File: config.mk
export PLATFORM = sky130hd
export DESIGN_NAME = dual_timer
export DESIGN_NICKNAME = d
export VERILOG_FILES = /design/src/dual_timer_pkg.sv /design/src/dual_timer.sv
export SDC_FILE = /design/constraint.sdc
export NUM_CORES = 1
export LEC_CHECK = 0
export ABC_AREA = 1
export BUFFER_PORTS_ARGS = -buffer_cell sky130_fd_sc_hd__buf_2
export CELL_PAD_IN_SITES_DETAIL_PLACEMENT = 0
export CELL_PAD_IN_SITES_GLOBAL_PLACEMENT = 1
export CORE_ASPECT_RATIO = 0.7
export CORE_MARGIN = 4
export CORE_UTILIZATION = 32
export DETAILED_ROUTE_END_ITERATION = 6
export GPL_ROUTABILITY_DRIVEN = 0
export GPL_TIMING_DRIVEN = 0
export PLACE_DENSITY = 0.67
export SETUP_SLACK_MARGIN = 0.4
export SLEW_MARGIN = 20
export SYNTH_ARGS = -nofsm -noshare
export SYNTH_HDL_FRONTEND = slang
export SYNTH_SLANG_ARGS = --single-unit
File: constraint.sdc
create_clock -name mclk -period 2.1 [get_ports mclk]
set_input_delay 0.315 -clock mclk [delete_from_list [all_inputs] [get_ports mclk]]
set_output_delay 0.315 -clock mclk [all_outputs]
set_load 0.02 [all_outputs]
File: src/dual_timer_pkg.sv
// Package of register map, field layout and timing constants for the dual timer block.
package dual_timer_pkg;

  // ==========================================================================
  // Register indices; the byte address of a register is four times its index.
  localparam logic [29:0] IDX_RUN_FLAGS  = 30'h88;
  localparam logic [29:0] IDX_MODE_SEL   = 30'h89;
  localparam logic [29:0] IDX_T0_LOW     = 30'h8a;
  localparam logic [29:0] IDX_T1_LOW     = 30'h8b;
  localparam logic [29:0] IDX_T0_HIGH    = 30'h8c;
  localparam logic [29:0] IDX_T1_HIGH    = 30'h8d;

  // ==========================================================================
  // Reset values.
  localparam logic [7:0]  RST_BYTE       = 8'h00;
  localparam logic [1:0]  RST_MODE       = 2'h0;

  // ==========================================================================
  // Bit positions in the run and flag register.
  localparam int          BIT_T1_OVF     = 7;
  localparam int          BIT_T1_RUN     = 6;
  localparam int          BIT_T0_OVF     = 5;
  localparam int          BIT_T0_RUN     = 4;
  localparam int          BIT_X1_EDGE    = 3;
  localparam int          BIT_X1_TRIG    = 2;
  localparam int          BIT_X0_EDGE    = 1;
  localparam int          BIT_X0_TRIG    = 0;

  // ==========================================================================
  // Bit positions in the mode select register.
  localparam int          BIT_T1_GATE    = 7;
  localparam int          BIT_T1_CNT     = 6;
  localparam int          MSB_T1_MODE    = 5;
  localparam int          LSB_T1_MODE    = 4;
  localparam int          BIT_T0_GATE    = 3;
  localparam int          BIT_T0_CNT     = 2;
  localparam int          MSB_T0_MODE    = 1;
  localparam int          LSB_T0_MODE    = 0;

  // ==========================================================================
  // Timer modes.
  typedef enum logic [1:0] {
    MODE_PRESCALED = 2'h0,
    MODE_WIDE16    = 2'h1,
    MODE_RELOAD8   = 2'h2,
    MODE_SPLIT     = 2'h3
  } timer_mode_t;

  // ==========================================================================
  // Prescaler width in the 13-bit mode and the last divider phase of the two-clock timer tick.
  localparam int          PRESCALE_BITS  = 5;
  localparam logic [0:0]  TICK_LAST      = 1'h1;

  // ==========================================================================
  // Bus encodings.
  localparam logic [1:0]  HTRANS_NONSEQ  = 2'h2;
  localparam logic        HRESP_OKAY     = 1'h0;

endpackage

File: src/dual_timer.sv
// Two timer/counters with external interrupt flag logic behind an AHB-Lite slave.
//
// Notes on behaviour
// - Timer1 overflow sets flag; vector acknowledge clears it.
// - Timer0 overflow sets flag; vector acknowledge clears it.
// - Timer1 counts only while its run bit set.
// - Timer0 counts only while its run bit set.
// - Interrupt-1 falling edge sets flag; acknowledge clears.
// - Interrupt-0 falling edge sets flag; acknowledge clears.
// - Interrupt-1 select: 0 low level, 1 falling edge.
// - Interrupt-0 select: 0 low level, 1 falling edge.
// - Timer1 gating also needs interrupt-1 pin high.
// - Timer0 gating also needs interrupt-0 pin high.
// - Timer1 ticks every two clocks or pin falls.
// - Timer0 ticks every two clocks or pin falls.
// - Timer1 modes: prescaled 13-bit, 16-bit, stopped.
// - Timer1 reload mode: low byte reloads from high.
// - Timer0 modes: prescaled 13-bit and 16-bit.
// - Timer0 reload mode: low byte reloads from high.
// - Timer0 split: high byte uses Timer1 run, flag.
// - Four count bytes read, written, reset to zero.
// - Mode, gating, select fields reset to zero.
`timescale 1ns/1ps
module dual_timer (
  // Clock and reset.
  input  wire logic        mclk,
  input  wire logic        rst_n,
  // AHB-Lite slave.
  input  wire logic        hsel,
  input  wire logic [31:0] haddr,
  input  wire logic [1:0]  htrans,
  input  wire logic        hwrite,
  input  wire logic [2:0]  hsize,
  input  wire logic [31:0] hwdata,
  input  wire logic        hready,
  output logic             hreadyout,
  output logic             hresp,
  output logic [31:0]      hrdata,
  // External pins.
  input  wire logic        timer0CountPin,
  input  wire logic        timer1CountPin,
  input  wire logic        extInterrupt0Pin,
  input  wire logic        extInterrupt1Pin,
  // Vector acknowledges from the CPU interrupt logic.
  input  wire logic        timer0VectorAck,
  input  wire logic        timer1VectorAck,
  input  wire logic        extInt0VectorAck,
  input  wire logic        extInt1VectorAck,
  // Interrupt requests towards the CPU interrupt logic.
  output logic             timer0IntRequest,
  output logic             timer1IntRequest,
  output logic             extInt0IntRequest,
  output logic             extInt1IntRequest
);
  import dual_timer_pkg::*;

  // ==========================================================================
  // Helpers.
  function automatic logic [8:0] incByte(input logic [7:0] value);
    incByte = {1'b0, value} + 9'h001;
  endfunction

  function automatic logic hitIndex(input logic [29:0] wordAddr, input logic [29:0] idx);
    hitIndex = (wordAddr == idx);
  endfunction

  function automatic logic prescaleWrap(input logic [7:0] value);
    prescaleWrap = &value[PRESCALE_BITS-1:0];
  endfunction

  // ==========================================================================
  // Register state.
  logic        timer1_overflow_flag_ff;
  logic        timer1_run_ff;
  logic        timer0_overflow_flag_ff;
  logic        timer0_run_ff;
  logic        ext_ext_interrupt1_pin_edge_flag_ff;
  logic        ext_ext_interrupt1_pin_trigger_select_ff;
  logic        ext_ext_interrupt0_pin_edge_flag_ff;
  logic        ext_ext_interrupt0_pin_trigger_select_ff;
  logic [7:0]  timer_mode_select_ff;
  logic [7:0]  timer0_count_low_ff;
  logic [7:0]  timer0_count_high_ff;
  logic [7:0]  timer1_count_low_ff;
  logic [7:0]  timer1_count_high_ff;

  // ==========================================================================
  // Pin synchronisers; index 0..3 are timer0, timer1, interrupt0, interrupt1.
  logic [3:0]  pinMeta_ff;
  logic [3:0]  pinSync_ff;
  logic [3:0]  pinPrev_ff;
  logic [3:0]  pinFall;

  always_ff @(posedge mclk or negedge rst_n) begin
    if (!rst_n) begin
      pinMeta_ff <= 4'hf;
      pinSync_ff <= 4'hf;
      pinPrev_ff <= 4'hf;
    end else begin
      pinMeta_ff <= {extInterrupt1Pin, extInterrupt0Pin, timer1CountPin, timer0CountPin};
      pinSync_ff <= pinMeta_ff;
      pinPrev_ff <= pinSync_ff;
    end
  end

  // One pulse per edge, since each sample pair is compared only once.
  assign pinFall = pinPrev_ff & ~pinSync_ff;

  // ==========================================================================
  // Timer tick: free-running divider, one tick every two clocks.
  logic [0:0]  tickPhase_ff;
  logic        timerTick;

  always_ff @(posedge mclk or negedge rst_n) begin
    if (!rst_n) begin
      tickPhase_ff <= 1'h0;
    end else begin
      tickPhase_ff <= tickPhase_ff + 1'h1;
    end
  end

  assign timerTick = (tickPhase_ff == TICK_LAST);

  // ==========================================================================
  // Mode fields and count enables.
  timer_mode_t mode0;
  timer_mode_t mode1;
  logic        enable0;
  logic        enable1;
  logic        step0;
  logic        step1;

  assign mode0 = timer_mode_t'(timer_mode_select_ff[MSB_T0_MODE:LSB_T0_MODE]);
  assign mode1 = timer_mode_t'(timer_mode_select_ff[MSB_T1_MODE:LSB_T1_MODE]);

  assign enable0 = timer0_run_ff
                   & (~timer_mode_select_ff[BIT_T0_GATE] | pinSync_ff[2]);
  assign enable1 = timer1_run_ff
                   & (~timer_mode_select_ff[BIT_T1_GATE] | pinSync_ff[3]);

  assign step0 = enable0 & (timer_mode_select_ff[BIT_T0_CNT] ? pinFall[0] : timerTick);
  assign step1 = enable1 & (timer_mode_select_ff[BIT_T1_CNT] ? pinFall[1] : timerTick);

  // ==========================================================================
  // Timer0 next state.
  logic [7:0]  nxt_timer0Low;
  logic [7:0]  nxt_timer0High;
  logic        overflow0;
  logic        overflowSplit;

  always_comb begin
    logic [8:0] lowSum;
    logic [8:0] highSum;
    lowSum         = incByte(timer0_count_low_ff);
    highSum        = incByte(timer0_count_high_ff);
    nxt_timer0Low  = timer0_count_low_ff;
    nxt_timer0High = timer0_count_high_ff;
    overflow0      = 1'b0;
    overflowSplit  = 1'b0;
    case (mode0)
      MODE_PRESCALED: begin
        if (step0) begin
          nxt_timer0Low[PRESCALE_BITS-1:0] = lowSum[PRESCALE_BITS-1:0];
          if (prescaleWrap(timer0_count_low_ff)) begin
            nxt_timer0High = highSum[7:0];
            overflow0      = highSum[8];
          end
        end
      end
      MODE_WIDE16: begin
        if (step0) begin
          nxt_timer0Low = lowSum[7:0];
          if (lowSum[8]) begin
            nxt_timer0High = highSum[7:0];
            overflow0      = highSum[8];
          end
        end
      end
      MODE_RELOAD8: begin
        if (step0) begin
          nxt_timer0Low = lowSum[8] ? timer0_count_high_ff : lowSum[7:0];
          overflow0     = lowSum[8];
        end
      end
      MODE_SPLIT: begin
        if (step0) begin
          nxt_timer0Low = lowSum[7:0];
          overflow0     = lowSum[8];
        end
        // The high byte always times clocks and follows Timer1's run bit.
        if (timer1_run_ff && timerTick) begin
          nxt_timer0High = highSum[7:0];
          overflowSplit  = highSum[8];
        end
      end
      default: nxt_timer0Low = timer0_count_low_ff;
    endcase
  end

  // ==========================================================================
  // Timer1 next state.
  logic [7:0]  nxt_timer1Low;
  logic [7:0]  nxt_timer1High;
  logic        overflow1;

  always_comb begin
    logic [8:0] lowSum;
    logic [8:0] highSum;
    lowSum         = incByte(timer1_count_low_ff);
    highSum        = incByte(timer1_count_high_ff);
    nxt_timer1Low  = timer1_count_low_ff;
    nxt_timer1High = timer1_count_high_ff;
    overflow1      = 1'b0;
    case (mode1)
      MODE_PRESCALED: begin
        if (step1) begin
          nxt_timer1Low[PRESCALE_BITS-1:0] = lowSum[PRESCALE_BITS-1:0];
          if (prescaleWrap(timer1_count_low_ff)) begin
            nxt_timer1High = highSum[7:0];
            overflow1      = highSum[8];
          end
        end
      end
      MODE_WIDE16: begin
        if (step1) begin
          nxt_timer1Low = lowSum[7:0];
          if (lowSum[8]) begin
            nxt_timer1High = highSum[7:0];
            overflow1      = highSum[8];
          end
        end
      end
      MODE_RELOAD8: begin
        if (step1) begin
          nxt_timer1Low = lowSum[8] ? timer1_count_high_ff : lowSum[7:0];
          overflow1     = lowSum[8];
        end
      end
      // Mode 3 stops Timer1; both bytes keep the values set above.
      default: nxt_timer1Low = timer1_count_low_ff;
    endcase
  end

  // ==========================================================================
  // Flag set events.
  logic        setFlag0;
  logic        setFlag1;
  logic        setEdge0;
  logic        setEdge1;

  assign setFlag0 = overflow0;
  // While Timer0 is split, its high byte owns the Timer1 flag.
  assign setFlag1 = (mode0 == MODE_SPLIT) ? overflowSplit : overflow1;
  assign setEdge0 = ext_ext_interrupt0_pin_trigger_select_ff & pinFall[2];
  assign setEdge1 = ext_ext_interrupt1_pin_trigger_select_ff & pinFall[3];

  // ==========================================================================
  // AHB-Lite slave: zero wait states, always OKAY.
  logic        busWrite_ff;
  logic [29:0] busIndex_ff;
  logic        addrPhase;
  logic [7:0]  wrByte;
  logic [7:0]  readByte;
  logic [7:0]  runFlags;

  assign addrPhase = hsel & hready & (htrans == HTRANS_NONSEQ);
  assign hreadyout = 1'b1;
  assign hresp     = HRESP_OKAY;
  assign wrByte    = hwdata[7:0];

  always_ff @(posedge mclk or negedge rst_n) begin
    if (!rst_n) begin
      busWrite_ff <= 1'b0;
      busIndex_ff <= 30'h0;
    end else begin
      busWrite_ff <= addrPhase & hwrite;
      busIndex_ff <= haddr[31:2];
    end
  end

  function automatic logic wrHit(input logic [29:0] idx);
    wrHit = busWrite_ff & hitIndex(busIndex_ff, idx);
  endfunction

  assign runFlags = {timer1_overflow_flag_ff, timer1_run_ff,
                     timer0_overflow_flag_ff, timer0_run_ff,
                     ext_ext_interrupt1_pin_edge_flag_ff, ext_ext_interrupt1_pin_trigger_select_ff,
                     ext_ext_interrupt0_pin_edge_flag_ff, ext_ext_interrupt0_pin_trigger_select_ff};

  always_comb begin
    case (haddr[31:2])
      IDX_RUN_FLAGS: readByte = runFlags;
      IDX_MODE_SEL:  readByte = timer_mode_select_ff;
      IDX_T0_LOW:    readByte = timer0_count_low_ff;
      IDX_T1_LOW:    readByte = timer1_count_low_ff;
      IDX_T0_HIGH:   readByte = timer0_count_high_ff;
      IDX_T1_HIGH:   readByte = timer1_count_high_ff;
      default:       readByte = RST_BYTE;
    endcase
  end

  // Read data is taken at the address phase; a write still in its data phase
  // to the same register is forwarded, so no stale byte is handed back.
  always_ff @(posedge mclk or negedge rst_n) begin
    if (!rst_n) begin
      hrdata <= 32'h0;
    end else if (addrPhase && !hwrite) begin
      hrdata <= {24'h0, (wrHit(haddr[31:2]) ? wrByte : readByte)};
    end
  end

  // ==========================================================================
  // Run and trigger control bits.
  always_ff @(posedge mclk or negedge rst_n) begin
    if (!rst_n) begin
      timer1_run_ff              <= 1'b0;
      timer0_run_ff              <= 1'b0;
      ext_ext_interrupt1_pin_trigger_select_ff <= 1'b0;
      ext_ext_interrupt0_pin_trigger_select_ff <= 1'b0;
    end else if (wrHit(IDX_RUN_FLAGS)) begin
      timer1_run_ff              <= wrByte[BIT_T1_RUN];
      timer0_run_ff              <= wrByte[BIT_T0_RUN];
      ext_ext_interrupt1_pin_trigger_select_ff <= wrByte[BIT_X1_TRIG];
      ext_ext_interrupt0_pin_trigger_select_ff <= wrByte[BIT_X0_TRIG];
    end
  end

  // ==========================================================================
  // Sticky flags: a hardware set in the same cycle beats any clear.
  always_ff @(posedge mclk or negedge rst_n) begin
    if (!rst_n) begin
      timer1_overflow_flag_ff <= 1'b0;
      timer0_overflow_flag_ff <= 1'b0;
      ext_ext_interrupt1_pin_edge_flag_ff   <= 1'b0;
      ext_ext_interrupt0_pin_edge_flag_ff   <= 1'b0;
    end else if (wrHit(IDX_RUN_FLAGS)) begin
      timer1_overflow_flag_ff <= setFlag1 | wrByte[BIT_T1_OVF];
      timer0_overflow_flag_ff <= setFlag0 | wrByte[BIT_T0_OVF];
      ext_ext_interrupt1_pin_edge_flag_ff   <= setEdge1 | wrByte[BIT_X1_EDGE];
      ext_ext_interrupt0_pin_edge_flag_ff   <= setEdge0 | wrByte[BIT_X0_EDGE];
    end else begin
      timer1_overflow_flag_ff <= setFlag1 | (timer1_overflow_flag_ff & ~timer1VectorAck);
      timer0_overflow_flag_ff <= setFlag0 | (timer0_overflow_flag_ff & ~timer0VectorAck);
      ext_ext_interrupt1_pin_edge_flag_ff   <= setEdge1 | (ext_ext_interrupt1_pin_edge_flag_ff & ~extInt1VectorAck);
      ext_ext_interrupt0_pin_edge_flag_ff   <= setEdge0 | (ext_ext_interrupt0_pin_edge_flag_ff & ~extInt0VectorAck);
    end
  end

  // ==========================================================================
  // Mode select register.
  always_ff @(posedge mclk or negedge rst_n) begin
    if (!rst_n) begin
      timer_mode_select_ff <= RST_BYTE;
    end else if (wrHit(IDX_MODE_SEL)) begin
      timer_mode_select_ff <= wrByte;
    end
  end

  // ==========================================================================
  // Count bytes: a software write wins over a count in the same cycle.
  always_ff @(posedge mclk or negedge rst_n) begin
    if (!rst_n) begin
      timer0_count_low_ff  <= RST_BYTE;
      timer0_count_high_ff <= RST_BYTE;
      timer1_count_low_ff  <= RST_BYTE;
      timer1_count_high_ff <= RST_BYTE;
    end else begin
      timer0_count_low_ff  <= wrHit(IDX_T0_LOW) ? wrByte : nxt_timer0Low;
      timer0_count_high_ff <= wrHit(IDX_T0_HIGH) ? wrByte : nxt_timer0High;
      timer1_count_low_ff  <= wrHit(IDX_T1_LOW) ? wrByte : nxt_timer1Low;
      timer1_count_high_ff <= wrHit(IDX_T1_HIGH) ? wrByte : nxt_timer1High;
    end
  end

  // ==========================================================================
  // Interrupt requests; in level mode the synchronised low pin asks directly.
  assign timer0IntRequest  = timer0_overflow_flag_ff;
  assign timer1IntRequest  = timer1_overflow_flag_ff;
  assign extInt0IntRequest = ext_ext_interrupt0_pin_trigger_select_ff ? ext_ext_interrupt0_pin_edge_flag_ff
                                                        : ~pinSync_ff[2];
  assign extInt1IntRequest = ext_ext_interrupt1_pin_trigger_select_ff ? ext_ext_interrupt1_pin_edge_flag_ff
                                                        : ~pinSync_ff[3];

endmodule

==> impl_metrics.toml <==
[job]
maxCapViolCount = 0

[timing]
rsz0062_at_grt = "yes"
finalClockSkew_ps = 8.58
fin_crit_sh_pct = 86.6
setup_tns_ps = 0
final_hold_viol_count = 0
worstMarginPinSlew_ps = 633
relSlewSlack_pct = 57.8
fin_crit_ps = 1820
finalSetupViolCount = 0
maxSlewViolCount = 0
fmax_ghz = 0.550

[clock_tree]
clkLatencyLatePin_ps = 350
cts_tree = "yes"
numCtsBuffers = 9
clockBufferDepth = 2
clkSinkCount = 100
cts_htree_levels = 3
cts.clk_slew.worst_paths_ps = 80
cts_root_buf = "clkbuf_16"

[final_layout]
final_nets = 1094
drive_gt1_share_pct = 32.7
multiInputGateArea_sq_mm = 0.00364
diodes = 0
nFillCells = 1974
syn2layout_area_growth_pct = 31.7
design_area_sq_mm = 0.00827
seq_area_sq_mm = 0.00253

[logic_synthesis]
synth-simple-area-share_pct = 36.1
synth_top_family_by_area = "simple AND/OR/NAND/NOR gates"
yosysWarnings = 0
synth_top_area_share_pct = 35.0
synthXorXnorAreaFrac_pct = 2.51
ys_ff_latch = 100
yosysTopAreaCell = "dfrtp_1"
ys.flop_type = "dfrtp_1"
synth_common_cells = "nand2_1, nand3_1, inv_1"
syn-instance-count = 863
synth.distinct_cells = 41
synth_edf_count = 0
ys_seq_area_share_pct = 40.1
syn_avg_cell_area_sq_um = 7.28
syn_area_sq_mm = 0.00628
synth_area_leaders = "dfrtp_1, nand2_1, nand3_1, inv_1, nor2_1"
synth-async-reset-ratio_pct = 100
synthAdderAreaFrac_pct = 1.19
synth_compound_area_share_pct = 8.82
synth.most_common_cell = "nand2_1"
muxShareOfSynthArea_pct = 0

[die]
start_util_pct = 32.9
die_height_microns = 125
coreArea_sq_mm = 0.0191
num_rows = 42
pin_count = 120
die-area_sq_mm = 0.0220
die_w_microns = 175

[critical_path]
crit_slowest_cell = "dfrtp_1"
critPathCaptureType = "register"
startpoint_type = "register"
required_ps = 2310
crit_type = "register to register"
cpPeakStageDelay_ps = 400
crit_arrival_ps = 2020
path_common_cell = "nor2_4"
cp_cell_sequence = "nor2_1 -> nand3_2 -> nor3_4 -> nand3_4 -> buf_6 -> nor2_4 -> nor2_4 -> nand2_1 -> o211ai_1"
critPathMaxFanout = 5
r2r_cells = 9

[global_routing]
grt_pass1_vias = 5451
antenna_found_initial = 0
track_usage_pct = 18.1
grt_max_degree = 54
grt_pass1_wl_microns = 31400
grt_overflow = 0

[power]
leakage_nw = 4.25
peakVddDrop_v = 0.000339
power_density_mw_per_mm2 = 601

[detailed_routing]
post_drt_wl_per_cell_microns = 16.1
via_per_inst = 4.72
drtIter0Drc = 701
ant_nets = 0
vias = 6019
wl_microns = 20500
dr.pass1.iters = 5
drc = 0

[status]
status = "finished clean"

[worst_hold_path]
hold_path.class = "input port to register"
hold_depth = 1

[place]
dpl.hpwl_microns = 14700
postPlaceCellArea_sq_mm = 0.00706
io_buffers = 64
layout by cell type, fill, tap and decap left out, drive strengths merged, types with 2 or more instances in the layout:
master	synthesis	final
nand2	249	250
buf	37	139
nand3	126	127
inv	104	108
nor2	102	102
dfrtp	88	88
o21ai	39	39
conb	2	26
o211ai	25	25
nor3	15	15
xor2	14	14
dfstp	12	12
clkbuf	2	12
a21oi	12	12
nand4	11	11
ha	6	6
xnor2	4	4
or2	4	4
clkinv	2	4
nor3b	2	2
nand3b	2	2
clkinvlp	0	2
critical path, delay by kind of cell (launching register included):
| family | cells | cell delay, ps |
|---|---|---|
| buffers and inverters | 1 | 150 |
| flip-flops | 1 | 400 |
| AND/OR/NAND/NOR | 7 | 1030 |
| AO/OA/AOI/OAI | 1 | 90 |
logic make-up after synthesis:
kind of cell / Yosys count
xor+xnor: 18
buf+inv: 145
other cells: 2
compound gates: 80
simple gates: 512
flops: 100
fa+ha+maj: 6
layer usage:
metal	vias up	global-route usage [%]	routed length, microns
li1	3029	-	-
met1	2783	31.1	11000
met2	198	23.5	8060
met3	9	2.87	1300
met4	0	2.57	152
met5	-	0	0
sequential cells by signal (all words and copies together), names as in the netlist, 4 cells and up:
name and flops:
pinMeta_ff 4, pinPrev_ff 4, timer1_count_low_ff 8, timer0_count_low_ff 8, timer_mode_select_ff 8, timer1_count_high_ff 8
hrdata 8, busIndex_ff 30, timer0_count_high_ff 8, pinSync_ff 4
layout make-up:
cell class / count / area share, %
timing repair buffer: 104 / 8.66
buffer: 39 / 3.83
timing repair inverter: 2 / 0.166
multi-input combinational: 644 / 44.0
tap: 264 / 3.99
clock buffer: 9 / 2.72
sequential: 100 / 30.6
inverter: 106 / 5.05
clock inverter: 7 / 0.968
final timing paths:
kind	slack, ps	from	endpoint
max reg2reg	280	busIndex_ff[13]$_DFF_PN0_	timer0_count_low_ff[0]$_DFFE_PN0P_
min in group asynchronous	480	rst_n	busIndex_ff[8]$_DFF_PN0_
min reg2reg	360	pinMeta_ff[2]$_DFF_PN1_	pinSync_ff[2]$_DFF_PN1_
max	280	busIndex_ff[13]$_DFF_PN0_	timer0_count_low_ff[0]$_DFFE_PN0P_
min	60	timer1CountPin	pinMeta_ff[1]$_DFF_PN1_
max in group asynchronous	930	rst_n	pinSync_ff[2]$_DFF_PN1_
per-stage QoR:
| stage | power [mW] | hold WS [ps] | util, % | instances | setup WS (ps) |
|---|---|---|---|---|---|
| 5_1_grt | 5.21 | 48.1 | 43.4 | 1275 | 203 |
| 3_5_place_dp | 3.04 | 303 | 37.0 | 1216 | 71.5 |
| 2_1_floorplan | 2.73 | 19.4 | - | 887 | 453 |
| 4_1_cts | 4.88 | 48.9 | 40.4 | 1252 | 296 |
| 6_report | 4.97 | 55.9 | 43.4 | 1275 | 282 |
| 3_3_place_gp | 3.04 | 346 | 36.8 | 1215 | -531 |
power by group:
part	internal [mW]	total, mW	switching (mW)
clock	0.947	1.80	0.852
combinational	0.383	0.897	0.514
sequential	2.08	2.28	0.199
total	3.41	4.97	1.56
what timing repair did:
item                       CTS  global route
setup endpoints to repair   56            56
hold buffers                 1             0
setup buffers               16            18
pin swaps                   15            37
resized for setup           52           106
cloned                       3             5
hold endpoints to repair    44             0
Note: power is estimated with default switching activity, not from simulation.
